[config.mk]
export PLATFORM = sky130hd
export DESIGN_NAME = acc_core
export DESIGN_NICKNAME = d
export VERILOG_FILES = /design/src/hdl/acc_pkg.sv /design/src/hdl/acc_clk_div.sv /design/src/hdl/acc_core.sv
export SDC_FILE = /design/constraint.sdc
export NUM_CORES = 1
export LEC_CHECK = 0
export BUFFER_PORTS_ARGS = -buffer_cell sky130_fd_sc_hd__buf_2
export CAP_MARGIN = 20
export CORE_MARGIN = 3
export CORE_UTILIZATION = 55
export CTS_CLUSTER_DIAMETER = 50
export DETAILED_ROUTE_END_ITERATION = 12
export GPL_TIMING_DRIVEN = 0
export PLACE_DENSITY = 0.84
export SLEW_MARGIN = 5
export SYNTH_ARGS = -nofsm -noshare
export SYNTH_HDL_FRONTEND = slang
export SYNTH_HIERARCHICAL = 1
export SYNTH_SLANG_ARGS = --single-unit
[constraint.sdc]
create_clock -name i_ref_clk -period 3.7 [get_ports i_ref_clk]
set_clock_uncertainty 0.15 [all_clocks]
set_input_delay 0.185 -clock i_ref_clk [delete_from_list [all_inputs] [get_ports i_ref_clk]]
set_output_delay 0.185 -clock i_ref_clk [all_outputs]
set_load 0.01 [all_outputs]
[src/hdl/acc_pkg.sv]
package acc_pkg;
    // byte offsets of the converter registers
    localparam logic [7:0] ADDR_RESULT_LOW = 8'h24;
    localparam logic [7:0] ADDR_RESULT_HIGH = 8'h25;
    localparam logic [7:0] ADDR_CONTROL = 8'h26;
    localparam logic [7:0] ADDR_CLOCK_SEL = 8'h27;
    // control register fields
    localparam int CTL_CHAN_LSB = 0;
    localparam int CTL_PIN_CFG_LSB = 3;
    localparam int CTL_DONE_N_BIT = 6;
    localparam int CTL_START_BIT = 7;
    // clock select fields
    localparam int CLK_DIV_LSB = 0;
    localparam int CLK_TEST_BIT = 7;
    // reset values
    localparam logic [7:0] CONTROL_RESET = 8'h00;
    localparam logic [7:0] CLOCK_SEL_RESET = 8'h00;
    localparam logic [11:0] RESULT_RESET = 12'h000;
    // converter clock dividers for codes 00, 01, 10
    localparam int DIV_CODE0 = 2;
    localparam int DIV_CODE1 = 8;
    localparam int DIV_CODE2 = 32;
    // sampling and full conversion, in converter clock periods
    localparam int SAMPLE_PERIODS = 32;
    localparam int CONV_PERIODS = 80;
    localparam int CHANNELS = 8;
    localparam int RESULT_BITS = 12;
    typedef enum logic [1:0] {
        ACC_IDLE,
        ACC_ARMED,
        ACC_SAMPLE,
        ACC_CONVERT
    } acc_state_t;
endpackage

[src/hdl/acc_clk_div.sv]
`timescale 1ns/1ps
`default_nettype none
// converter clock tick generator, one pulse per divided period
module acc_clk_div (
    input wire logic i_ref_clk,
    input wire logic i_srst,
    input wire logic i_clear,
    input wire logic [1:0] i_div_code,
    output logic o_tick
);
    logic [5:0] count_r;
    logic [5:0] limit;

    // code 11 is undefined; treated as the slowest divider
    always_comb
    begin
        unique case (i_div_code)
            2'b00: limit = 6'(acc_pkg::DIV_CODE0 - 1);
            2'b01: limit = 6'(acc_pkg::DIV_CODE1 - 1);
            default: limit = 6'(acc_pkg::DIV_CODE2 - 1);
        endcase
    end

    // free counter restarted with each new conversion
    always_ff @(posedge i_ref_clk)
    begin
        if (i_srst || i_clear || count_r >= limit)
            count_r <= 6'h00;
        else
            count_r <= count_r + 6'h01;
    end

    assign o_tick = (count_r >= limit) && !i_clear;
endmodule
`default_nettype wire

[src/hdl/acc_core.sv]
// Added by the designer: the strobed register port.
`timescale 1ns/1ps
`default_nettype none
// Function
// eight analog channels, twelve-bit result per conversion
// control bits 2..0 pick the converted channel
// control bits 5..3 split port pins into analog and digital
// analog pins lose digital I/O and pull-high; converter powered
// pin configuration zero powers the converter down
// control bit 6 is done flag, zero when conversion finished
// start rising edge resets converter and sets done flag
// conversion begins after start rises then falls
// software holds start low until done flag clears
// each completed conversion raises the interrupt request
// result bytes are read-only and hold the result
// clock select 00/01/10 divides system clock by 2/8/32
// clock select bits 2..6 read as zero
// software leaves clock select bit 7 for test use
// software pulses start within ten cycles after pin change
// no start pulse needed when pin configuration is zero
// channel codes 000..111 map to inputs zero..seven
// pin code k makes the lowest k pins analog; the code makes all eight pins analog at code 7
// result 11..4 in high byte, 3..0 in low upper nibble
// sampling 32 and conversion 80 converter clock periods
// results keep old value until next conversion completes
module acc_core #(
    parameter int CHANNELS = acc_pkg::CHANNELS,
    parameter int RESULT_BITS = acc_pkg::RESULT_BITS
) (
    input wire logic i_ref_clk,
    input wire logic i_srst,
    input wire logic [7:0] i_addr,
    input wire logic [7:0] i_wdata,
    input wire logic i_wr,
    input wire logic i_rd,
    output logic [7:0] o_rdata,
    output logic [2:0] o_chan_sel,
    output logic [CHANNELS-1:0] o_pin_analog,
    output logic [CHANNELS-1:0] o_pin_pullup_en,
    output logic o_conv_power,
    output logic o_sample_hold,
    output logic o_conv_reset,
    input wire logic [RESULT_BITS-1:0] i_conv_data,
    output logic o_irq_req,
    output logic o_test_mode
);
    logic [2:0] chan_r;
    logic [2:0] pin_cfg_r;
    logic start_r;
    logic done_n_r;
    logic [1:0] div_r;
    logic test_r;
    logic [RESULT_BITS-1:0] result_r;
    logic irq_r;
    logic [7:0] rdata_r;
    logic [6:0] period_r;
    logic tick;
    logic wr_ctl;
    logic wr_clk;
    logic start_new;
    logic start_rise;
    logic start_fall;
    logic conv_end;
    acc_pkg::acc_state_t state_r;
    acc_pkg::acc_state_t state_nxt;

    // thermometer decode of the pin configuration code
    function automatic logic [CHANNELS-1:0] pin_mask(input logic [2:0] k);
        logic [CHANNELS-1:0] m;
        m = '0;
        for (int i = 0; i < CHANNELS; i++)
        begin
            if (k == 3'b111 || i < int'(k))
                m[i] = 1'b1;
        end
        return m;
    endfunction

    // one strobe qualified by one register offset
    function automatic logic reg_hit(input logic strobe,
        input logic [7:0] addr, input logic [7:0] offset);
        return strobe && (addr == offset);
    endfunction

    // write decode; result offsets have no write path at all
    assign wr_ctl = reg_hit(i_wr, i_addr, acc_pkg::ADDR_CONTROL);
    assign wr_clk = reg_hit(i_wr, i_addr, acc_pkg::ADDR_CLOCK_SEL);
    assign start_new = i_wdata[acc_pkg::CTL_START_BIT];
    // start edge detect
    assign start_rise = wr_ctl && start_new && !start_r;
    // start falling edge
    assign start_fall = wr_ctl && !start_new && start_r;

    // channel select written
    // pin configuration split
    always_ff @(posedge i_ref_clk)
    begin
        if (i_srst)
        begin
            chan_r <= acc_pkg::CONTROL_RESET[2:0];
            pin_cfg_r <= acc_pkg::CONTROL_RESET[5:3];
            start_r <= acc_pkg::CONTROL_RESET[7];
        end
        else if (wr_ctl)
        begin
            chan_r <= i_wdata[acc_pkg::CTL_CHAN_LSB +: 3];
            pin_cfg_r <= i_wdata[acc_pkg::CTL_PIN_CFG_LSB +: 3];
            start_r <= start_new;
        end
    end

    // clock select; test bit is stored, read back in bit 7 and drives only o_test_mode
    always_ff @(posedge i_ref_clk)
    begin
        if (i_srst)
        begin
            div_r <= acc_pkg::CLOCK_SEL_RESET[1:0];
            test_r <= acc_pkg::CLOCK_SEL_RESET[7];
        end
        else if (wr_clk)
        begin
            div_r <= i_wdata[acc_pkg::CLK_DIV_LSB +: 2];
            test_r <= i_wdata[acc_pkg::CLK_TEST_BIT];
        end
    end

    // divider restarts with the launch so periods align to it
    acc_clk_div u_div (
        .i_ref_clk(i_ref_clk),
        .i_srst(i_srst),
        .i_clear(start_fall),
        .i_div_code(div_r),
        .o_tick(tick)
    );

    // last converter period of the full conversion
    assign conv_end = (state_r == acc_pkg::ACC_CONVERT) && tick &&
        (period_r == 7'(acc_pkg::CONV_PERIODS - 1));

    // sequence: armed by rising start, launched by falling start
    always_comb
    begin
        state_nxt = state_r;
        unique case (state_r)
            acc_pkg::ACC_IDLE:
            begin
                if (start_rise)
                begin
                    state_nxt = acc_pkg::ACC_ARMED;
                end
            end
            acc_pkg::ACC_ARMED:
            begin
                // launch on falling edge
                if (start_fall)
                begin
                    state_nxt = acc_pkg::ACC_SAMPLE;
                end
            end
            acc_pkg::ACC_SAMPLE:
            begin
                // sampling window length
                if (tick && period_r == 7'(acc_pkg::SAMPLE_PERIODS - 1))
                begin
                    state_nxt = acc_pkg::ACC_CONVERT;
                end
            end
            acc_pkg::ACC_CONVERT:
            begin
                if (conv_end)
                begin
                    state_nxt = acc_pkg::ACC_IDLE;
                end
            end
        endcase
        // a new rising start aborts and rearms
        if (start_rise)
        begin
            state_nxt = acc_pkg::ACC_ARMED;
        end
        // powered-down converter never runs
        if (pin_cfg_r == 3'b000 && !(wr_ctl && start_new))
        begin
            state_nxt = acc_pkg::ACC_IDLE;
        end
    end

    // sequence register; an abort simply lands in armed again
    always_ff @(posedge i_ref_clk)
    begin
        if (i_srst)
        begin
            state_r <= acc_pkg::ACC_IDLE;
        end
        else
        begin
            state_r <= state_nxt;
        end
    end

    // converter period counter across sampling and conversion
    always_ff @(posedge i_ref_clk)
    begin
        if (i_srst || state_r == acc_pkg::ACC_IDLE ||
            state_r == acc_pkg::ACC_ARMED)
        begin
            period_r <= 7'h00;
        end
        else if (tick)
        begin
            period_r <= period_r + 7'h01;
        end
    end

    // done flag cleared at conversion end
    always_ff @(posedge i_ref_clk)
    begin
        if (i_srst)
        begin
            done_n_r <= acc_pkg::CONTROL_RESET[6];
        end
        else if (start_rise)
        begin
            // rising start sets flag
            done_n_r <= 1'b1;
        end
        else if (conv_end)
        begin
            done_n_r <= 1'b0;
        end
    end

    // result held until the next completion
    always_ff @(posedge i_ref_clk)
    begin
        if (i_srst)
        begin
            result_r <= acc_pkg::RESULT_RESET;
        end
        else if (conv_end)
        begin
            // capture twelve-bit result
            result_r <= i_conv_data;
        end
    end

    // one-cycle request at each completion
    always_ff @(posedge i_ref_clk)
    begin
        if (i_srst)
        begin
            irq_r <= 1'b0;
        end
        else
        begin
            irq_r <= conv_end;
        end
    end

    // read data valid in the cycle after the read strobe
    always_ff @(posedge i_ref_clk)
    begin
        if (i_srst)
        begin
            rdata_r <= 8'h00;
        end
        else if (i_rd)
        begin
            unique case (i_addr)
                // low byte keeps result bits 3..0 on top
                acc_pkg::ADDR_RESULT_LOW:
                    rdata_r <= {result_r[3:0], 4'h0};
                // read-only result bytes
                acc_pkg::ADDR_RESULT_HIGH:
                    rdata_r <= result_r[11:4];
                acc_pkg::ADDR_CONTROL:
                    rdata_r <= {start_r, done_n_r, pin_cfg_r, chan_r};
                // unused clock select bits read zero
                acc_pkg::ADDR_CLOCK_SEL:
                    rdata_r <= {test_r, 5'h00, div_r};
                default:
                    rdata_r <= 8'h00;
            endcase
        end
        else
        begin
            // bus idles at zero so a stale byte never lingers
            rdata_r <= 8'h00;
        end
    end

    assign o_rdata = rdata_r;
    // channel code drives the analog multiplexer directly
    assign o_chan_sel = chan_r;
    // lowest k pins analog, all eight pins at code 7
    assign o_pin_analog = pin_mask(pin_cfg_r);
    // analog pins drop pull-high, converter powered
    assign o_pin_pullup_en = ~pin_mask(pin_cfg_r);
    // power off at code zero
    assign o_conv_power = (pin_cfg_r != 3'b000);
    // phase strobes for the analog side, decoded from state
    assign o_sample_hold = (state_r == acc_pkg::ACC_SAMPLE);
    assign o_conv_reset = (state_r == acc_pkg::ACC_ARMED);
    assign o_irq_req = irq_r;
    assign o_test_mode = test_r;
endmodule
`default_nettype wire

# Word level (Yosys, flattened, before mapping)
# Index checks and enable logic that the tools add are counted.
# totals
regBits,47
input_bits,32
output_inout_bits,32
word_cells,97
# classes
addsub,2
order_cmp,8
n_eq_ne,18
muxes,17
n_bitwise,3
reduce_logical,36
# op_table
op,n
$eq 8x6->1 const B,4
$pmux 8 s4,1
$logic_and 1x1->1,11
$logic_or 1x1->1,11
$mux 1,11
$pmux 5 s2,1
$lt 3x3->1 const A,3
$not 8->8,1
$reduce_and 4->1,2
$add 7x1->7 const B,1
$eq 7x5->1 const B,1
$eq 7x7->1 const B,1
$add 6x1->6 const B,1
$ge 6x5->1,1
$lt 1x3->1 const A,2
$lt 2x3->1 const A,2
$mux 2,3
$ne 3x1->1 const B,2
$pmux 2 s3,1
$eq 2x1->1 const B,2
$eq 2x2->1 const B,2
$logic_not 1->1,4
$logic_not 2->1,2
$ne 2x1->1 const B,2
other kinds (9),12

# Logic depth before layout (Yosys ltp)
# Gate-level depths: netlist of run 1.
# logic_depth
depth_word,11
ltp_mapped,12
depth_no_buf,9

# Modules after synthesis
# The synthesis of run 1 kept the hierarchy.
# by_module_without_submodules
module,n_inst,cells_each,area_each_um2,seq_area_each_um2
acc_core,1,194,1821.7,820.8
acc_clk_div,1,40,361.6,120.1

# Worst setup path before layout of run 1
# No wires, ideal clock.
# synth_timing
kind,flip-flop to flip-flop
from,register div_r[1]
to,register done_n_r
setup_time_ns,0.127
arrival_ns,2.272
t_required_ns,3.423
setup_slack_ns,1.151
stages_incl_launch_ff,12
n_path_buf,2
period_less_slack_ns,2.549
path_cell_list,dfxtp_1 -> inv_1 -> ha_1 -> nand4b_1 -> or2_1 -> a31oi_1 -> and4_1 -> buf_2 -> nand3_4 -> buf_6 -> a2bb2oi_1 -> nor2_1
# synth_via
elab_chain_len,7
elab_cells_between_ends,8
cone_classes,order compare: 1; eq/ne: 1; mux: 1; reduce/logical: 5
# synth_lines
element,line_no,text
start: declaration,acc_core.sv:51,logic [1:0] div_r;
start signal: assignment,acc_core.sv:117,div_r <= acc_pkg::CLOCK_SEL_RESET[1:0];
start signal: assignment,acc_core.sv:122,div_r <= i_wdata[acc_pkg::CLK_DIV_LSB +: 2];
$eq 2x1->1 / $logic_not 2->1 (equally long branches),acc_clk_div.sv:17,unique case (i_div_code)
$pmux 5 s2 (*),acc_clk_div.sv:17,
$ge 6x5->1 (*),acc_clk_div.sv:33,assign o_tick = (count_r >= limit) && !i_clear;
$logic_and 1x1->1 (*),acc_clk_div.sv:33,
via tick,acc_core.sv:57,logic tick;
$logic_and 1x1->1 (*) (2 in series),acc_core.sv:137,assign conv_end = (state_r == acc_pkg::ACC_CONVERT) && tick &&
$reduce_bool 2->1 (no line) (*),-,
end signal: assignment,acc_core.sv:220,done_n_r <= acc_pkg::CONTROL_RESET[6];
end: declaration,acc_core.sv:50,logic done_n_r;
# The timed path passes the listed nets; every way through them passes the cells marked *.
# A chain may end at the register's enable or synchronous reset.

# Worst setup path in the final report of run 1
# layout_timing
from,register div_r[1]
to,register result_r[1]
# layout_via
elab_chain_len,6
elab_cells_between_ends,7
cone_classes,order compare: 1; eq/ne: 1; mux: 1; reduce/logical: 4
# layout_lines
element,line_no,text
$eq 2x1->1 / $logic_not 2->1 (equally long branches),acc_clk_div.sv:17,
$pmux 5 s2 (*),acc_clk_div.sv:17,
$ge 6x5->1 (*),acc_clk_div.sv:33,
$logic_and 1x1->1 (*),acc_clk_div.sv:33,
via tick,acc_core.sv:57,
$logic_and 1x1->1 (*) (2 in series),acc_core.sv:137,
end signal: assignment,acc_core.sv:238,result_r <= acc_pkg::RESULT_RESET;
end signal: assignment,acc_core.sv:243,result_r <= i_conv_data;
end: declaration,acc_core.sv:53,logic [RESULT_BITS-1:0] result_r;
# Marked as above.

==> impl_metrics.yaml, run 1 <==
route:
  maxUsedRoutingLayer: "met4"
  route.met3.wl_um: 271
  routed_wl_um: 5200
  wl_per_cell_um: 14.1
  met2_length_um: 2600
  ant_nets: 0
  met1Wirelength_um: 2220
  drc: 0
  vias_per_cell: 5.38
  drt_iter0_markers: 154
  dr.pass1.iters: 4
  vias: 1981
sta:
  setup_violations: 0
  min_period_ps: 2930
  relSlewSlack: 0.656
  fin_crit_sh: 0.792
  hold_viol: 0
  tightest_slew_ps: 513
  rsz0062_at_grt: "false"
  fin_ws_ps: 771
  setup-tns-final_ps: 0
  max_freq_ghz: 0.341
  drv_slew: 0
critical_path:
  startpoint: "div_r[1]"
  crit-reg2reg-launch: "div_r[1]"
  end_kind: "register"
  startpoint_type: "register"
  worstPathRequired_ps: 3730
  crit_path_top_delay_cell: "a31oi_1"
  ff2ff_setup_slack_ps: 770
  crit_fanout: 10
  path_class: "register to register"
  cp_cell_sequence: "inv_1 > ha_1 > nand4b_1 > or2_1 > a31oi_1 > and4_1 > buf_2 > nand3_4 > buf_6 > mux2i_1 > nor2_1"
  critPathArrivalTime_ps: 2960
  slowest_delay_ps: 430
die:
  initial_core_util: 0.583
  chipHeight_um: 69.0
  die_area_mm2: 0.00476
  ioPinCount: 64
  core.rowCount: 22
  die_w_um: 69.0
  coreArea_mm2: 0.00374
cts:
  cts_root_buf: "clkbuf_8"
  htree_levels: 2
  cts_buffers: 5
  clk_pin_slew_worst_paths_ps: 90
  clock-sinks: 47
  cts_resized: 0
  cts_buffer_depth: 2
  cts_tree: "built"
  clkLatencyLatePin_ps: 300
power_and_ir_drop:
  power.leakage_nw: 1.33
  p_int_mw: 0.741
  p_seq_frac: 0.531
  power.switching_mw: 0.242
  swShare: 0.246
  combPwrFrac: 0.120
  pwr-share-clk: 0.349
  ir_drop_uv: 326
  pwr_density_cell_mw_per_mm2: 348
yosys:
  syn_nets: 272
  yosysTopAreaCell: "dfxtp_1"
  synth-edff-count: 0
  synth_cells: 234
  ys_async_sr_fraction: 0
  synth_cell_type_count: 45
  syn_avg_cell_area_um2: 9.33
  ys_warn_count: 6
  synth.cell_area_mm2: 0.00218
  synthTopCellsByArea: "dfxtp_1, mux2i_1, nor2_1, ha_1, inv_1"
  synth_top_area_frac: 0.431
  synth.yosys.seq_area_share: 0.431
  synth_seq_cells: 47
  synth_ff_type: "dfxtp_1"
layout:
  final_area_mm2: 0.00283
  multiInputGateArea_mm2: 0.00114
  final_cell_mix: "buf_2, nor2_1, dfxtp_1"
  seqCellArea_um2: 941
  drive_gt1_frac: 0.259
  area_growth_pct: 29.5
  nets: 357
  fillers: 288
  final_common_cell: "buf_2"
  n_antenna_cell: 0
place:
  io_buffers: 60
  post-place-ws_ps: 864
  dpl.hpwl_um: 3400
  place.gp.congestion: 0.762
  place_area_mm2: 0.00254
grt:
  antenna_found_initial: 0
  grt_usage: 0.234
  grt_pass1_wl_um: 9090
  grt_max_degree: 15
  grt_pass1_vias: 1920
  globalRouteOverflowTotal: 0
status:
  status: "complete, no violations"
hold_path:
  worst_hold_path_type: "input pin to register"
  min_from: "i_srst"
run:
  cap_viol_max_count: 0
## state kept, by name, summed over array words and instances (netlist names)
signal,cells
start_r,1
done_n_r,1
o_test_mode,1
div_r,2
o_chan_sel,3
period_r,7
o_rdata,8
u_div/count_r,6
pin_cfg_r,3
o_irq_req,1
result_r,12
state_r,2
## worst paths after layout
kind                 endpoint  depth (start not counted)
max               result_r[1]                         11
min          u_div/count_r[0]                          3
max reg2reg       result_r[1]                         11
min reg2reg       result_r[8]                          2
## synthesized netlist by cell type, types with 2 or more instances
cell / n
mux2i_1: 25
a21oi_1: 6
nand2_1: 10
buf_2: 3
nand2b_1: 2
nor3b_1: 2
xor2_1: 5
nand4b_1: 2
inv_1: 13
nand3_1: 6
a31oi_1: 2
a221oi_1: 2
a22oi_1: 4
nor3_1: 4
and3_1: 2
mux2_1: 2
nor2_1: 47
dfxtp_1: 47
buf_6: 2
ha_1: 6
and4_1: 2
or3_1: 4
a211oi_2: 2
clkbuf_1: 5
o21ai_0: 2
o21ai_1: 2
or2_1: 2
nor2b_1: 4
xnor2_1: 3
## routing by layer
layer  vias up  track usage
met2        59        0.399
met4         0       0.0868
li1        972            -
met3        10       0.0510
met1       940        0.288
met5         -            0
## cell families after synthesis
group / count (synthesis) / synth area share
compound gates: 26 / 0.0883
xor+xnor: 8 / 0.0321
fa+ha+maj: 6 / 0.0344
buf+inv: 23 / 0.0481
flops: 47 / 0.431
mux: 28 / 0.135
simple gates: 96 / 0.231
## repair_timing
item                      4_1_cts  5_1_grt
hold endpoints to repair       20        0
setup buffers                   0        0
hold buffers                   18        0
## power by group through the flow
stage / logic, mW / clock network, mW / registers [mW]
3_5_place_dp: 0.101 / 0 / 0.534
6_report: 0.118 / 0.343 / 0.522
3_3_place_gp: 0.0984 / 0 / 0.534
5_1_grt: 0.133 / 0.369 / 0.524
2_1_floorplan: 0.0705 / 0 / 0.532
4_1_cts: 0.117 / 0.347 / 0.522
## critical path: cells and delay by family, from the launching register on
family / cells / cell delay (ps)
adders and majority gates: 1 / 340
DFF: 1 / 370
and+or+nand+nor: 5 / 870
buffers and inverters: 3 / 460
AOI/OAI and AO/OA: 1 / 430
muxes: 1 / 190
## metrics by stage
stage               total power, mW  utilization  hold WS (ps)  cells
global route                   1.03        0.755          58.7    368
finish                        0.983        0.755          48.7    368
floorplan                     0.603            -           179    234
CTS                           0.986        0.755          49.2    368
global placement              0.633        0.679           263    342
detailed placement            0.635        0.679           271    342
## cell type report
class	instances	share of cell area
buffer	10	0.0199
clock buffer	7	0.0341
clock inverter	1	0.00265
inverter	13	0.0173
multi-input combinational	164	0.402
sequential	47	0.333
tap	48	0.0212
timing repair buffer	78	0.170
Power figures use the tool's default switching activity.
==> inputs of run 2 (changes only) <==
ABC_AREA = 1   (was unset)
CORE_UTILIZATION = 46   (was 55)
PLACE_DENSITY = 0.75   (was 0.84)
clock period = 2.5 ns   (was 3.7 ns; I/O delays follow)
==> impl_metrics.yaml, run 2 <==
critical_path:
  startpoint_type: "register"
  ff2ff_path_depth: 13
  ff2ff_setup_slack_ps: 140
  worstPathRequired_ps: 2550
  crit-reg2reg-launch: "div_r[1]"
  critPathArrivalTime_ps: 2410
  startpoint: "div_r[1]"
  r2r_end: "result_r[7]"
  critPathBufInv: 4
  slowest_delay_ps: 370
  crit_fanout: 10
  cp_cell_sequence: "inv_1 > ha_1 > inv_1 > nor2_1 > nand3b_1 > a21oi_1 > buf_4 > nand3_1 > nor2_1 > nand2_2 > clkbuf_4 > o21ai_0 > nor2_1"
  cp_common_cell: "nor2_1"
  cpLargestDelayFamily: "simple AND/OR/NAND/NOR gates"
  end_kind: "register"
  crit_path_top_delay_cell: "dfxtp_1"
  path_class: "register to register"
layout:
  drive_gt1_frac: 0.247
  top_register: "result_r"
  nets: 438
  largest_reg_flops: 12
  final_common_cell: "buf_2"
  area_growth_pct: 32.6
  final_cell_mix: "buf_2, nor2_1, dfxtp_1"
  final_cells: 466
  n_antenna_cell: 0
route:
  drt_iter0_markers: 107
  wl_per_cell_um: 11.6
  dr.pass1.iters: 4
  vias: 2177
  drc: 0
  routed_wl_um: 5390
  ant_nets: 0
  vias_per_cell: 4.67
status:
  status: "complete, no violations"
yosys:
  synth.most_common_cell: "nor2_1"
  synth_top_family_by_area: "simple AND/OR/NAND/NOR gates"
  syn_nets: 347
  synth_compound_area_frac: 0.142
  synth.cell_area_mm2: 0.00224
  synth-simple-area-share: 0.286
  synth_ff_type: "dfxtp_1"
  synthTopCellsByArea: "dfxtp_1, nor2_1, inv_1, nand2_1, nand3_1"
  syn_avg_cell_area_um2: 7.26
  synthMuxAreaShare: 0
  synth_fa_ha_area_frac: 0.0334
  ys_warn_count: 6
  ys_async_sr_fraction: 0
  synth_top_area_frac: 0.419
  synth_cells: 309
  synth_xor_area_frac: 0.0156
  synth.yosys.seq_area_share: 0.419
  synth-edff-count: 0
  synth_seq_cells: 47
  synth_cell_type_count: 36
  yosysTopAreaCell: "dfxtp_1"
  ys_top_cells_by_count: "nor2_1, dfxtp_1, inv_1"
sta:
  hold_viol: 0
  tightest_slew_ps: 498
  fin_ws_ps: 144
  setup_violations: 0
  min_period_ps: 2360
  relSlewSlack: 0.668
  fin_crit_sh: 0.943
  drv_slew: 0
  max_freq_ghz: 0.424
  whs_ps: 20.4
cts:
  cts_root_buf: "clkbuf_8"
  clkLatencyLatePin_ps: 300
  cts_buffer_depth: 2
  cts_tree: "built"
  clock-sinks: 47
  htree_levels: 2
  cts_buffers: 5
  clk_pin_slew_worst_paths_ps: 90
die:
  ioPinCount: 64
  initial_core_util: 0.495
  die_area_mm2: 0.00575
  coreArea_mm2: 0.00453
  core.rowCount: 24
  chipHeight_um: 75.9
  die_w_um: 75.9
grt:
  grt_usage: 0.191
  globalRouteOverflowTotal: 0
  grt_pass1_wl_um: 8290
  grt_pass1_vias: 1890
  grt_max_degree: 16
  antenna_found_initial: 0
place:
  io_buffers: 62
  dpl.hpwl_um: 3990
  dp_cells: 436
  place.gp.congestion: 0.798
  post-place-ws_ps: 174
power_and_ir_drop:
  ir_drop_uv: 349
  total_power_mw: 1.63
  pwr_density_cell_mw_per_mm2: 547
  power.leakage_nw: 1.37
hold_path:
  hold_end: "o_rdata[7]"
  worst_hold_path_type: "input pin to register"
  holdPathStages: 3
  min_from: "i_rd"
run:
  cap_viol_max_count: 0
-- run 2: cell types whose count changed after synthesis, moves of 5 or more --
| cell | change |
|---|---|
| inv_2 | +6 |
| mux2i_1 | -25 |
| nand3_1 | +15 |
| inv_1 | +31 |
| nor2_1 | +11 |
| a21oi_1 | +11 |
| o21ai_0 | +18 |
| nand2_1 | +30 |
| o21ai_1 | +5 |
-- run 2: worst reg2reg max path: stages, from the launching register on --
cell      delay (ps)
dfxtp_1          370
inv_1             80
ha_1             300
inv_1             40
nor2_1            80
nand3b_1         120
a21oi_1          170
buf_4            160
nand3_1           80
nor2_1           120
nand2_2          140
clkbuf_4         220
o21ai_0          170
nor2_1            60
-- run 2: cell families (layout without fill, tap and decap cells) --
logic type	count (synthesis)	count (layout)
AOI/OAI and AO/OA	56	56
xor gates and xnor gates	4	4
adders and majority gates	6	6
buffers and inverters	58	150
DFF	47	47
and+or+nand+nor	138	138
-- run 2: layout make-up --
type                            instances  area (um^2)
Buffer                                  7         45.0
Clock buffer                            6         82.6
Clock inverter                          2         38.8
Fill cell                             391         1560
Inverter                               51          191
Multi-Input combinational cell        204         1070
Sequential cell                        47          941
Tap cell                               65         81.3
Timing Repair Buffer                   84          526
-- run 2: report_power, final --
group	internal, mW	switching (mW)
logic	0.118	0.134
registers	0.765	0.0198
clock network	0.329	0.261
-- run 2: timing repair --
item / 4_1_cts / 5_1_grt
setup endpoints to repair: 0 / 4
setup buffers: 0 / 2
resized for setup: 0 / 2
endpoints found under the hold margin: 22 / 0
hold buffers: 20 / 0
-- run 2: per-layer routing --
metal | vias to the layer above | GRT usage | routed length, um | share of wire
met1 | 939 | 0.252 | 2560 | 0.47
met4 | 0 | 0.0699 | 82 | 0.015
met2 | 62 | 0.312 | 2450 | 0.46
li1 | 1169 | - | - | -
met5 | - | 0 | 0 | 0
met3 | 7 | 0.0317 | 295 | 0.055
-- run 2: worst max path at each step --
stage	endpoint	cells after the start
floorplan	result_r[0]	13
global placement	result_r[10]	13
detailed placement	result_r[10]	13
CTS	result_r[10]	13
global route	result_r[10]	13
finish	result_r[7]	13
-- run 2: per-stage QoR --
stage	util	instance area [um^2]	setup TNS, ps
floorplan	-	2240	0
global placement	0.581	2640	0
detailed placement	0.581	2640	0
CTS	0.652	2960	0
global route	0.656	2980	-27.0
finish	0.656	2980	0
